**src/pkg/bcef_pkg.sv**
```systemverilog
// Constants and carrier types for the bus cache and queue event filter.
// Notes on behaviour
// - Count L2/L3 references seen at bus unit.
// - Mask in select bits 24:9; hits S/E/M.
// - Mask 8 L2 miss, 9 L3 miss, 10 writeback.
// - Loads and ownership reads both count as reads.
// - Qualify on status as observed now.
// - One count per matching queue allocation.
// - Sector or chunk entry counts once.
// - Each retry attempt counts again.
// - Four mask fields; bits 0-4 request type.
// - Bits 13, 14 select source agent.
// - Bit 15 affects read transactions only.
// - (type or 5 or 6 or mem) and agent.
package bcef_pkg;

   // Register byte offsets.
   localparam logic [7:0] BCEF_CACHE_SEL_OFS  = 8'h00;
   localparam logic [7:0] BCEF_QUEUE_SEL_OFS  = 8'h04;
   localparam logic [7:0] BCEF_CACHE_CNT_OFS  = 8'h08;
   localparam logic [7:0] BCEF_QUEUE_CNT_OFS  = 8'h0C;
   localparam logic [7:0] BCEF_STATUS_OFS     = 8'h10;

   // Field positions inside an event select control register.
   localparam int BCEF_MASK_LSB   = 9;
   localparam int BCEF_MASK_MSB   = 24;
   localparam int BCEF_ENABLE_BIT = 0;

   // Cache reference mask bits.
   localparam int BCEF_L2_HIT_S_BIT = 0;
   localparam int BCEF_L2_HIT_E_BIT = 1;
   localparam int BCEF_L2_HIT_M_BIT = 2;
   localparam int BCEF_L3_HIT_S_BIT = 3;
   localparam int BCEF_L3_HIT_E_BIT = 4;
   localparam int BCEF_L3_HIT_M_BIT = 5;
   localparam int BCEF_L2_MISS_BIT  = 8;
   localparam int BCEF_L3_MISS_BIT  = 9;
   localparam int BCEF_WB_MISS_BIT  = 10;

   // Queue allocation mask fields.
   localparam int BCEF_RTYPE_LSB     = 0;
   localparam int BCEF_RTYPE_MSB     = 4;
   localparam int BCEF_ALL_READ_BIT  = 5;
   localparam int BCEF_ALL_WRITE_BIT = 6;
   localparam int BCEF_MEM_LSB       = 7;
   localparam int BCEF_MEM_MSB       = 11;
   localparam int BCEF_OWN_BIT       = 13;
   localparam int BCEF_OTHER_BIT     = 14;
   localparam int BCEF_DEMAND_BIT    = 15;

   // Status bits and reset values.
   localparam int          BCEF_CACHE_WRAP_BIT = 0;
   localparam int          BCEF_QUEUE_WRAP_BIT = 1;
   localparam logic [31:0] BCEF_SEL_RESET      = 32'h0000_0000;
   localparam logic [31:0] BCEF_CNT_RESET      = 32'h0000_0000;
   localparam logic [31:0] BCEF_COUNT_ONE      = 32'h0000_0001;
   localparam logic [31:0] BCEF_COUNT_MAX      = 32'hFFFF_FFFF;

   typedef enum logic [1:0] {
      BCEF_OP_LOAD, BCEF_OP_OWN_READ, BCEF_OP_WRITEBACK, BCEF_OP_OTHER
   } bcef_op_type;

   typedef enum logic [1:0] {
      BCEF_RES_SHARED, BCEF_RES_EXCL, BCEF_RES_MOD, BCEF_RES_MISS
   } bcef_result_type;

   // One cache lookup seen at the bus unit.
   typedef struct packed {
      logic            valid;
      logic            level3;
      bcef_op_type     op;
      bcef_result_type result;
      logic            prefetch;
   } bcef_cache_obs_type;

   // One in-order queue allocation; mem_type is one-hot UC,WC,WT,WP,WB.
   typedef struct packed {
      logic       valid;
      logic [4:0] req_type;
      logic       is_read;
      logic       is_write;
      logic [4:0] mem_type;
      logic       own_agent;
      logic       sector;
      logic       retry;
      logic       prefetch;
   } bcef_queue_obs_type;

   // Register port request.
   typedef struct packed {
      logic [7:0]  addr;
      logic [31:0] wdata;
      logic        wr;
      logic        rd;
   } bcef_reg_req_type;

endpackage : bcef_pkg

```
**src/hw/bcef_filter.sv**
```systemverilog
// Event qualification and counting for cache references and queue allocations.
//
// Added by the designer: the address-and-strobe port and the address map.
`timescale 1ns/10ps
module bcef_filter
   import bcef_pkg::*;
(
   // Clock and reset.
   input  wire logic               mclk_in,
   input  wire logic               resetn_in,
   // Register port.
   input  wire bcef_reg_req_type   reg_req_in,
   output logic [31:0]             rdata_out,
   // Observations from the bus unit and the queue.
   input  wire bcef_cache_obs_type cache_obs_in,
   input  wire bcef_queue_obs_type queue_obs_in,
   // Qualified event pulses.
   output logic                    cache_ref_event_out,
   output logic                    queue_alloc_event_out
);

   // Control registers.
   logic [31:0] cache_sel;
   logic [31:0] queue_sel;
   logic [31:0] next_cache_sel;
   logic [31:0] next_queue_sel;

   // Counters, status and pulses.
   logic [31:0] cache_cnt;
   logic [31:0] queue_cnt;
   logic [1:0]  wrap;
   logic        cache_evt;
   logic        queue_evt;
   logic [31:0] next_cache_cnt;
   logic [31:0] next_queue_cnt;
   logic [1:0]  next_wrap;

   // Read data.
   logic [31:0] rdata;
   logic [31:0] next_rdata;

   // Qualification terms.
   logic [15:0] cmask;
   logic [15:0] qmask;
   logic        c_read;
   logic        c_hit;
   logic        cache_qual;
   logic        rtype_match;
   logic        read_match;
   logic        write_match;
   logic        mem_match;
   logic        agent_match;
   logic        demand_ok;
   logic        queue_qual;

   assign cmask = cache_sel[BCEF_MASK_MSB:BCEF_MASK_LSB];
   assign qmask = queue_sel[BCEF_MASK_MSB:BCEF_MASK_LSB];

   // Cache reference qualification, taken from the attributes as they
   // stand in the cycle of the lookup; a later change of prefetch state
   // or result is not tracked back.
   always_comb begin
      c_read = (cache_obs_in.op == BCEF_OP_LOAD) ||
               (cache_obs_in.op == BCEF_OP_OWN_READ);
      c_hit = 1'b0;
      unique case (cache_obs_in.result)
         BCEF_RES_SHARED: begin
            c_hit = cache_obs_in.level3 ? cmask[BCEF_L3_HIT_S_BIT]
                                        : cmask[BCEF_L2_HIT_S_BIT];
         end
         BCEF_RES_EXCL: begin
            c_hit = cache_obs_in.level3 ? cmask[BCEF_L3_HIT_E_BIT]
                                        : cmask[BCEF_L2_HIT_E_BIT];
         end
         BCEF_RES_MOD: begin
            c_hit = cache_obs_in.level3 ? cmask[BCEF_L3_HIT_M_BIT]
                                        : cmask[BCEF_L2_HIT_M_BIT];
         end
         BCEF_RES_MISS: begin
            c_hit = cache_obs_in.level3 ? cmask[BCEF_L3_MISS_BIT]
                                        : cmask[BCEF_L2_MISS_BIT];
         end
      endcase
      cache_qual = 1'b0;
      if (cache_obs_in.valid && cache_sel[BCEF_ENABLE_BIT]) begin
         if (c_read) begin
            cache_qual = c_hit;
         end else if (cache_obs_in.op == BCEF_OP_WRITEBACK) begin
            cache_qual = !cache_obs_in.level3 &&
                         (cache_obs_in.result == BCEF_RES_MISS) &&
                         cmask[BCEF_WB_MISS_BIT];
         end
      end
   end

   // Queue allocation qualification. Entry size and retry state do not
   // enter the match, so a retried request and a chunk entry each count
   // as one allocation like any other.
   always_comb begin
      rtype_match = (qmask[BCEF_RTYPE_MSB:BCEF_RTYPE_LSB] != 5'h0_0) &&
                    (queue_obs_in.req_type ==
                     qmask[BCEF_RTYPE_MSB:BCEF_RTYPE_LSB]);
      read_match  = qmask[BCEF_ALL_READ_BIT] && queue_obs_in.is_read;
      write_match = qmask[BCEF_ALL_WRITE_BIT] && queue_obs_in.is_write;
      mem_match   = |(qmask[BCEF_MEM_MSB:BCEF_MEM_LSB] &
                      queue_obs_in.mem_type);
      agent_match = (qmask[BCEF_OWN_BIT] && queue_obs_in.own_agent) ||
                    (qmask[BCEF_OTHER_BIT] &&
                     !queue_obs_in.own_agent);
      // Demand-only filter touches reads alone.
      demand_ok   = !(queue_obs_in.is_read && qmask[BCEF_DEMAND_BIT] &&
                      queue_obs_in.prefetch);
      queue_qual  = queue_obs_in.valid && queue_sel[BCEF_ENABLE_BIT] &&
                    (rtype_match || read_match || write_match ||
                     mem_match) && agent_match && demand_ok;
   end

   // Control register group.
   always_comb begin
      next_cache_sel = cache_sel;
      next_queue_sel = queue_sel;
      if (reg_req_in.wr) begin
         if (reg_req_in.addr == BCEF_CACHE_SEL_OFS) begin
            next_cache_sel = reg_req_in.wdata;
         end
         if (reg_req_in.addr == BCEF_QUEUE_SEL_OFS) begin
            next_queue_sel = reg_req_in.wdata;
         end
      end
   end

   always_ff @(posedge mclk_in) begin
      if (!resetn_in) begin
         cache_sel <= BCEF_SEL_RESET;
         queue_sel <= BCEF_SEL_RESET;
      end else begin
         cache_sel <= next_cache_sel;
         queue_sel <= next_queue_sel;
      end
   end

   // Counter group. A software write to a counter loses to nothing: the
   // written value is taken, and an event in the same cycle adds one to
   // it, so the event is never dropped.
   always_comb begin
      next_cache_cnt = cache_cnt;
      next_queue_cnt = queue_cnt;
      next_wrap      = wrap;
      if (reg_req_in.wr && reg_req_in.addr == BCEF_STATUS_OFS) begin
         next_wrap = wrap & ~reg_req_in.wdata[1:0];
      end
      if (reg_req_in.wr && reg_req_in.addr == BCEF_CACHE_CNT_OFS) begin
         next_cache_cnt = reg_req_in.wdata;
      end
      if (reg_req_in.wr && reg_req_in.addr == BCEF_QUEUE_CNT_OFS) begin
         next_queue_cnt = reg_req_in.wdata;
      end
      if (cache_qual) begin
         if (next_cache_cnt == BCEF_COUNT_MAX) begin
            next_wrap[BCEF_CACHE_WRAP_BIT] = 1'b1;
         end
         next_cache_cnt = next_cache_cnt + BCEF_COUNT_ONE;
      end
      if (queue_qual) begin
         if (next_queue_cnt == BCEF_COUNT_MAX) begin
            next_wrap[BCEF_QUEUE_WRAP_BIT] = 1'b1;
         end
         next_queue_cnt = next_queue_cnt + BCEF_COUNT_ONE;
      end
   end

   always_ff @(posedge mclk_in) begin
      if (!resetn_in) begin
         cache_cnt <= BCEF_CNT_RESET;
         queue_cnt <= BCEF_CNT_RESET;
         wrap      <= 2'h0;
         cache_evt <= 1'b0;
         queue_evt <= 1'b0;
      end else begin
         cache_cnt <= next_cache_cnt;
         queue_cnt <= next_queue_cnt;
         wrap      <= next_wrap;
         cache_evt <= cache_qual;
         queue_evt <= queue_qual;
      end
   end

   // Read data group; unmapped offsets read as zero.
   always_comb begin
      next_rdata = 32'h0000_0000;
      if (reg_req_in.rd) begin
         unique case (reg_req_in.addr)
            BCEF_CACHE_SEL_OFS: begin
               next_rdata = cache_sel;
            end
            BCEF_QUEUE_SEL_OFS: begin
               next_rdata = queue_sel;
            end
            BCEF_CACHE_CNT_OFS: begin
               next_rdata = cache_cnt;
            end
            BCEF_QUEUE_CNT_OFS: begin
               next_rdata = queue_cnt;
            end
            BCEF_STATUS_OFS: begin
               next_rdata = {30'h0000_0000, wrap};
            end
            default: begin
               next_rdata = 32'h0000_0000;
            end
         endcase
      end
   end

   always_ff @(posedge mclk_in) begin
      if (!resetn_in) begin
         rdata <= 32'h0000_0000;
      end else begin
         rdata <= next_rdata;
      end
   end

   assign rdata_out             = rdata;
   assign cache_ref_event_out   = cache_evt;
   assign queue_alloc_event_out = queue_evt;

endmodule : bcef_filter

```
**config.mk**
```make
export PLATFORM = sky130hd
export DESIGN_NAME = bcef_filter
export DESIGN_NICKNAME = d
export VERILOG_FILES = /design/src/pkg/bcef_pkg.sv /design/src/hw/bcef_filter.sv
export SDC_FILE = /design/constraint.sdc
export NUM_CORES = 1
export LEC_CHECK = 0
export ABC_AREA = 1
export BUFFER_PORTS_ARGS = -buffer_cell sky130_fd_sc_hd__clkbuf_2
export CORE_UTILIZATION = 50
export CTS_BUF_LIST = sky130_fd_sc_hd__clkbuf_2
export DETAILED_ROUTE_END_ITERATION = 16
export MAX_ROUTING_LAYER = met4
export PLACE_DENSITY = 0.71
export RECOVER_POWER = 50
export SETUP_SLACK_MARGIN = 0.15
export SLEW_MARGIN = 20
export SYNTH_ARGS = -nofsm -noshare
export SYNTH_HDL_FRONTEND = slang
export SYNTH_SLANG_ARGS = --single-unit
```
**constraint.sdc**
```tcl
create_clock -name mclk_in -period 2.94 [get_ports mclk_in]
set_clock_uncertainty 0.1 [all_clocks]
set_input_delay 0.735 -clock mclk_in [delete_from_list [all_inputs] [get_ports mclk_in]]
set_output_delay 0.735 -clock mclk_in [all_outputs]
set_load 0.01 [all_outputs]
```
---- Word-level counts from Yosys, hierarchy flattened ----
Cells that the tools add are included.
word-level totals
  logic and storage cells ................. 76
  input bits .............................. 68
  flip-flop bits (word level) ............. 164
cells by class
  bitwise operators ....................... 3
  eq/ne operators ......................... 12
  mux-type cells .......................... 18
  reduce and logical (&&, ||, !) cells .... 33
  $add $sub $neg .......................... 2
operators with widths
  kind                   count
  $pmux 32 s5            1
  $mux 32                4
  $add 32x1->32 const B  2
  $eq 32x32->1 const B   2
  $logic_and 1x1->1      17
  $eq 8x4->1 const B     2
  $mux 1                 11
  $eq 8x3->1 const B     1
  $eq 8x5->1 const B     1
  $logic_not 8->1        1
  $eq 2x2->1 const B     3
  $reduce_and 2->1       3
  $and 5x5->5            1
  $eq 5x5->1             1
  $logic_or 1x1->1       5
  $reduce_bool 5->1      1
  $reduce_or 5->1        1
  $eq 2x1->1 const B     2
  $logic_not 2->1        2
  $pmux 1 s4             1
  $logic_not 1->1        3
  $and 2x2->2            1
  $mux 2                 1
  $not 2->2              1

---- Longest topological paths before layout ----
  depth after elaboration ................. 9
  depth in mapped cells ................... 17
  mapped depth without buffers ............ 16

---- Worst setup path after synthesis ----
OpenSTA, ideal clock, no wires.
  path type ............................... in2reg
  from .................................... input reg_req_in[39] (netlist bit)
  to ...................................... register queue_cnt[18]
  buffers on the path ..................... 1
  library setup time ...................... 113 ps
  data arrival time ....................... 2421 ps
  stages .................................. 16
  slack ................................... 306 ps
  cell sequence ........................... nor2_1 -> nand2_2 -> clkinv_2 -> nand2_2 -> nor2_4 -> buf_6 -> nand2_1 -> nand2_1 -> ha_1 -> inv_1 -> nor2_1 -> nand3_2 -> nor2_4 -> nand3_2 -> nor2_1 -> nor2_1
on the way
  word-level cells in the longest chain between the ends .. 5
ends and longest elaborated chain
  what                   RTL line            source
  start, declared        bcef_filter.sv:12   input wire bcef_reg_req_type reg_req_in,
  $eq 8x4->1 (*)         bcef_filter.sv:155  if (reg_req_in.wr && reg_req_in.addr == BCEF_QUEUE_CNT_OFS) begin
  $logic_and 1x1->1 (*)  bcef_filter.sv:155
  $mux 32 (*)            bcef_filter.sv:155
  $add 32x1->32          bcef_filter.sv:168  next_queue_cnt = next_queue_cnt + BCEF_COUNT_ONE;
  $mux 32 (*)            bcef_filter.sv:164  if (queue_qual) begin
  end signal, assigned   bcef_filter.sv:181  queue_cnt <= next_queue_cnt;
  end, declared          bcef_filter.sv:30   logic [31:0] queue_cnt;
Mark *: on every way between the ends. The rest lies on a longest branch, timed or not.
A chain may end at the register's enable or synchronous reset.

---- Worst setup path in the final report ----
  from .................................... register queue_sel[0]
  to ...................................... register queue_cnt[23]
on the way
  word-level cells in the longest chain between the ends .. 5
ends and longest elaborated chain
  what                             RTL line            source
  start, declared                  bcef_filter.sv:24   logic [31:0] queue_sel;
  start signal, assigned           bcef_filter.sv:138  queue_sel <= next_queue_sel;
  $logic_and 1x1->1 (2 in series)  bcef_filter.sv:113  queue_qual = queue_obs_in.valid && queue_sel[BCEF_ENABLE_BIT] &&
  $logic_and 1x1->1 (2 in series)  bcef_filter.sv:115  mem_match) && agent_match && demand_ok;
  $mux 32                          bcef_filter.sv:164
No other way between the ends.

==> metrics.md <==
| Metric | Value |
|---|---|
| Boundary Pins | `between 100 and 150` |
| CP Launch Point | `queue_sel[0]` |
| End of the critical path | `queue_cnt[23]` |
| Reg2reg path depth | `11` |
| Mapped Avg Cell Area | `roughly 6.4 µm²` |
| GRT Total Usage | `a little under a third` |
| EDFF count, synth | `0` |
| Post-CTS Setup Repair Bufs | `0` |
| # setup viols final | `0` |
| Synth top area share | `between 30% and 40%` |
| Max clock buf depth | `2` |
| Net count after synthesis | `roughly 1500` |
| Dominant cell type by area after synthesis | `dfxtp_1` |
| Count of cell types in the netlist | `39` |
| CP startpoint kind | `flip-flop` |
| Cell Chain, Critical Path | `nand2_1 > nor3_1 > and2_1 > nand2_1 > clkbuf_1 > nor2_4 > nand3_2 > nor2_4 > nand3_1 > nand2_1 > nor2_1` |
| Register bit total from synthesis | `between 150 and 200` |
| Fraction of registers with async set/reset | `0%` |
| # rows | `48` |
| Leakage power | `~4.3 nW` |
| Min Tclk post-route | `between 2000 and 2500 ps` |
| Num CTS Buffers | `17` |
| Hold Path Class | `in -> reg` |
| Buffers on Ports | `98` |
| CTS clk-pin slew, worst paths | `approximately 290 ps` |
| Via-per-instance ratio | `between 5 and 6` |
| WHS | `between 100 and 150 ps` |
| Ys flop type | `dfxtp_1` |
| Status | `completed` |
| Post-cts sizing count | `0` |
| Crit Path Category | `reg -> reg` |
| WP buf/inv | `1` |
| Grt ovf | `0` |
| Highest cell delay on the worst timing path | `about 500 ps` |
| Max Cap Violations | `0` |
| DR DRC count | `0` |
| Root buffer cell | `clkbuf_2` |
| FF-to-FF Start | `queue_sel[0]` |
| Slew headroom | `a little under two fifths` |
| Vias | `between 9000 and 10000` |
| Worst VDD drop | `188 µV` |
| Final #Nets | `1570` |
| CTS tree | `done` |
| Initial antenna violation count | `1` |
| Worst path depth | `11` |
| Post-CTS Hold Buffers | `0` |
| RSZ-0062 raised after global routing | `no` |
| Clk_lat worst skew | `~800 ps` |
| Synth Warn # | `0` |
| Final clock period utilization by the worst path | `about four fifths` |
| CP dominant cell by count | `nand2_1` |
| Fmax | `between 400 and 500 MHz` |
| Largest net degree at the start of global routing | `74` |
| Routed Antenna Nets | `0` |
| Reg2Reg Setup Slack | `530 ps` |
| Most common cell after layout, fill and taps aside | `nand2_1` |
| Seq. cell area | `~0.0033 mm²` |
| GPL Wtd Cong | `approximately 1` |
| DRT Pass-1 Iters | `8` |
| Fin. Hold Viols | `0` |
| Power Dens Cells | `362 mW/mm²` |
| Share of cells above drive strength 1 | `roughly 17%` |
| Clock sink count | `about 160` |
| Vias in the first global route | `8185` |
| Count of pins over their slew limit | `0` |
| Initial DRC count | `slightly above 800` |
| Worst-margin pin slew | `about 940 ps` |
| R2r endpoint | `queue_cnt[23]` |
| Crit path max-delay cell type | `dfxtp_1` |
| Synth Cell Area | `approximately 0.0090 mm²` |
| Req. time, crit path | `around 3600 ps` |
| DR WL/cell | `16.1 µm` |
| Initial Util | `just over 50%` |
| Setup TNS Final | `0 ps` |
| Fill count | `about 1800` |
| Detail Placement HPWL | `about 21000 µm` |
| DIE AREA | `between 0.015 and 0.02 mm²` |
| Critical path's top delay family | `simple AND/OR/NAND/NOR gates` |
| Synth top area cells | `dfxtp_1, nand2_1, nor2_1, o21ai_0, inv_1` |
| First-pass GRT wire length | `43300 µm` |
| Die width | `~140 µm` |
| Final wirelength | `27900 µm` |
| Core ar. | `0.0174 mm²` |
| Area growth, synth to finish | `12.2%` |
| Register area share after synthesis | `36.5%` |
| Mapped Cells | `1396` |
| Area of the multi-input gates | `between 0.004 and 0.005 mm²` |
| CP endpoint kind | `flip-flop` |
| Die Y | `approximately 140 µm` |
| Crit-path max FO | `11` |
| Most frequent cells in the layout | `nand2_1, nor2_1, dfxtp_1` |
| CP arrival | `around 3000 ps` |
| # H-tree levels | `4` |
stage by stage:
step | std cells | power, mW | worst slack (ps) | instance area, µm² | util (%)
after floorplan | 1396 | 2.36 | 306 | 9000 | -
after global placement | 1706 | 2.48 | 99.2 | 9890 | 56.8
after detailed placement | 1706 | 2.47 | 58.6 | 9890 | 56.8
after CTS | 1738 | 3.67 | 714 | 10100 | 58.1
after global routing | 1739 | 3.78 | 351 | 10100 | 58.0
final | 1739 | 3.66 | 534 | 10100 | 58.0
where the power goes:
group          internal (mW)  switching [mW]  leakage [nW]
logic                 0.0597           0.144          2.88
clock network          0.270           0.946         0.128
registers               2.24         0.00208          1.32
total                   2.57            1.09          4.33
state kept, by name, summed over array words and instances (netlist names):
signal / count
queue_alloc_event_out: 1
cache_sel: 32
cache_ref_event_out: 1
rdata_out: 32
queue_cnt: 32
cache_cnt: 32
queue_sel: 32
wrap: 2
logic make-up (layout without fill, tap and decap cells):
kind of cell / count (synthesis) / in the layout / share of synthesized area [%]
other cells: 0 / 1 / 0
simple gates: 774 / 774 / 37.3
flops: 164 / 164 / 36.5
fa+ha+maj: 2 / 2 / 0.278
buf+inv: 193 / 310 / 8.97
compound gates: 259 / 259 / 16.5
xor+xnor: 4 / 4 / 0.389
final cells by class:
type,instances,area share [%]
flip-flops and latches,164,32.5
well taps,225,2.79
repair buffers,143,8.78
multi-input cells,1039,48.5
diodes,1,0.0248
inverters,135,5.03
clock buffers,18,0.893
clock inverters,14,1.43
cell usage after synthesis, types with 5 or more instances:
library cell  instances
nand2_1             388
nor2_1              237
dfxtp_1             164
inv_1               122
o21ai_0             119
a21oi_1              64
nand3_1              45
clkbuf_1             39
nand2_2              23
a221oi_1             21
nor2_2               18
o21ai_1              17
nor2_4               15
nand3_2              13
nor3_1               13
nand4_1              10
inv_2                 9
o21ai_2               9
buf_2                 8
buf_6                 8
a41oi_1               7
a31oi_1               6
o22ai_1               5
per-layer routing:
metal | vias to the layer above | GRT usage (%) | wire length, µm
li1 | 4691 | - | -
met1 | 4170 | 46.2 | 13100
met2 | 371 | 45.1 | 11600
met3 | 34 | 5.41 | 2790
met4 | 0 | 7.78 | 477
met5 | - | - | 0
tightest hold or removal path, cell delays in order:
cell	delay [ps]
clkbuf_2	130
nor2_1	120
nor2_1	50
how the worst min path moves through the flow:
stage,start,endpoint,slack [ps],cells after the start
floorplan,cache_sel[27],rdata_out[27],360,2
global placement,cache_sel[26],rdata_out[26],380,2
detailed placement,cache_sel[16],rdata_out[16],390,2
CTS,reg_req_in[33],queue_sel[31],100,3
finish,reg_req_in[4],cache_sel[2],140,3
global route,reg_req_in[11],queue_sel[9],90,3
(Power assumes the default switching activity.)
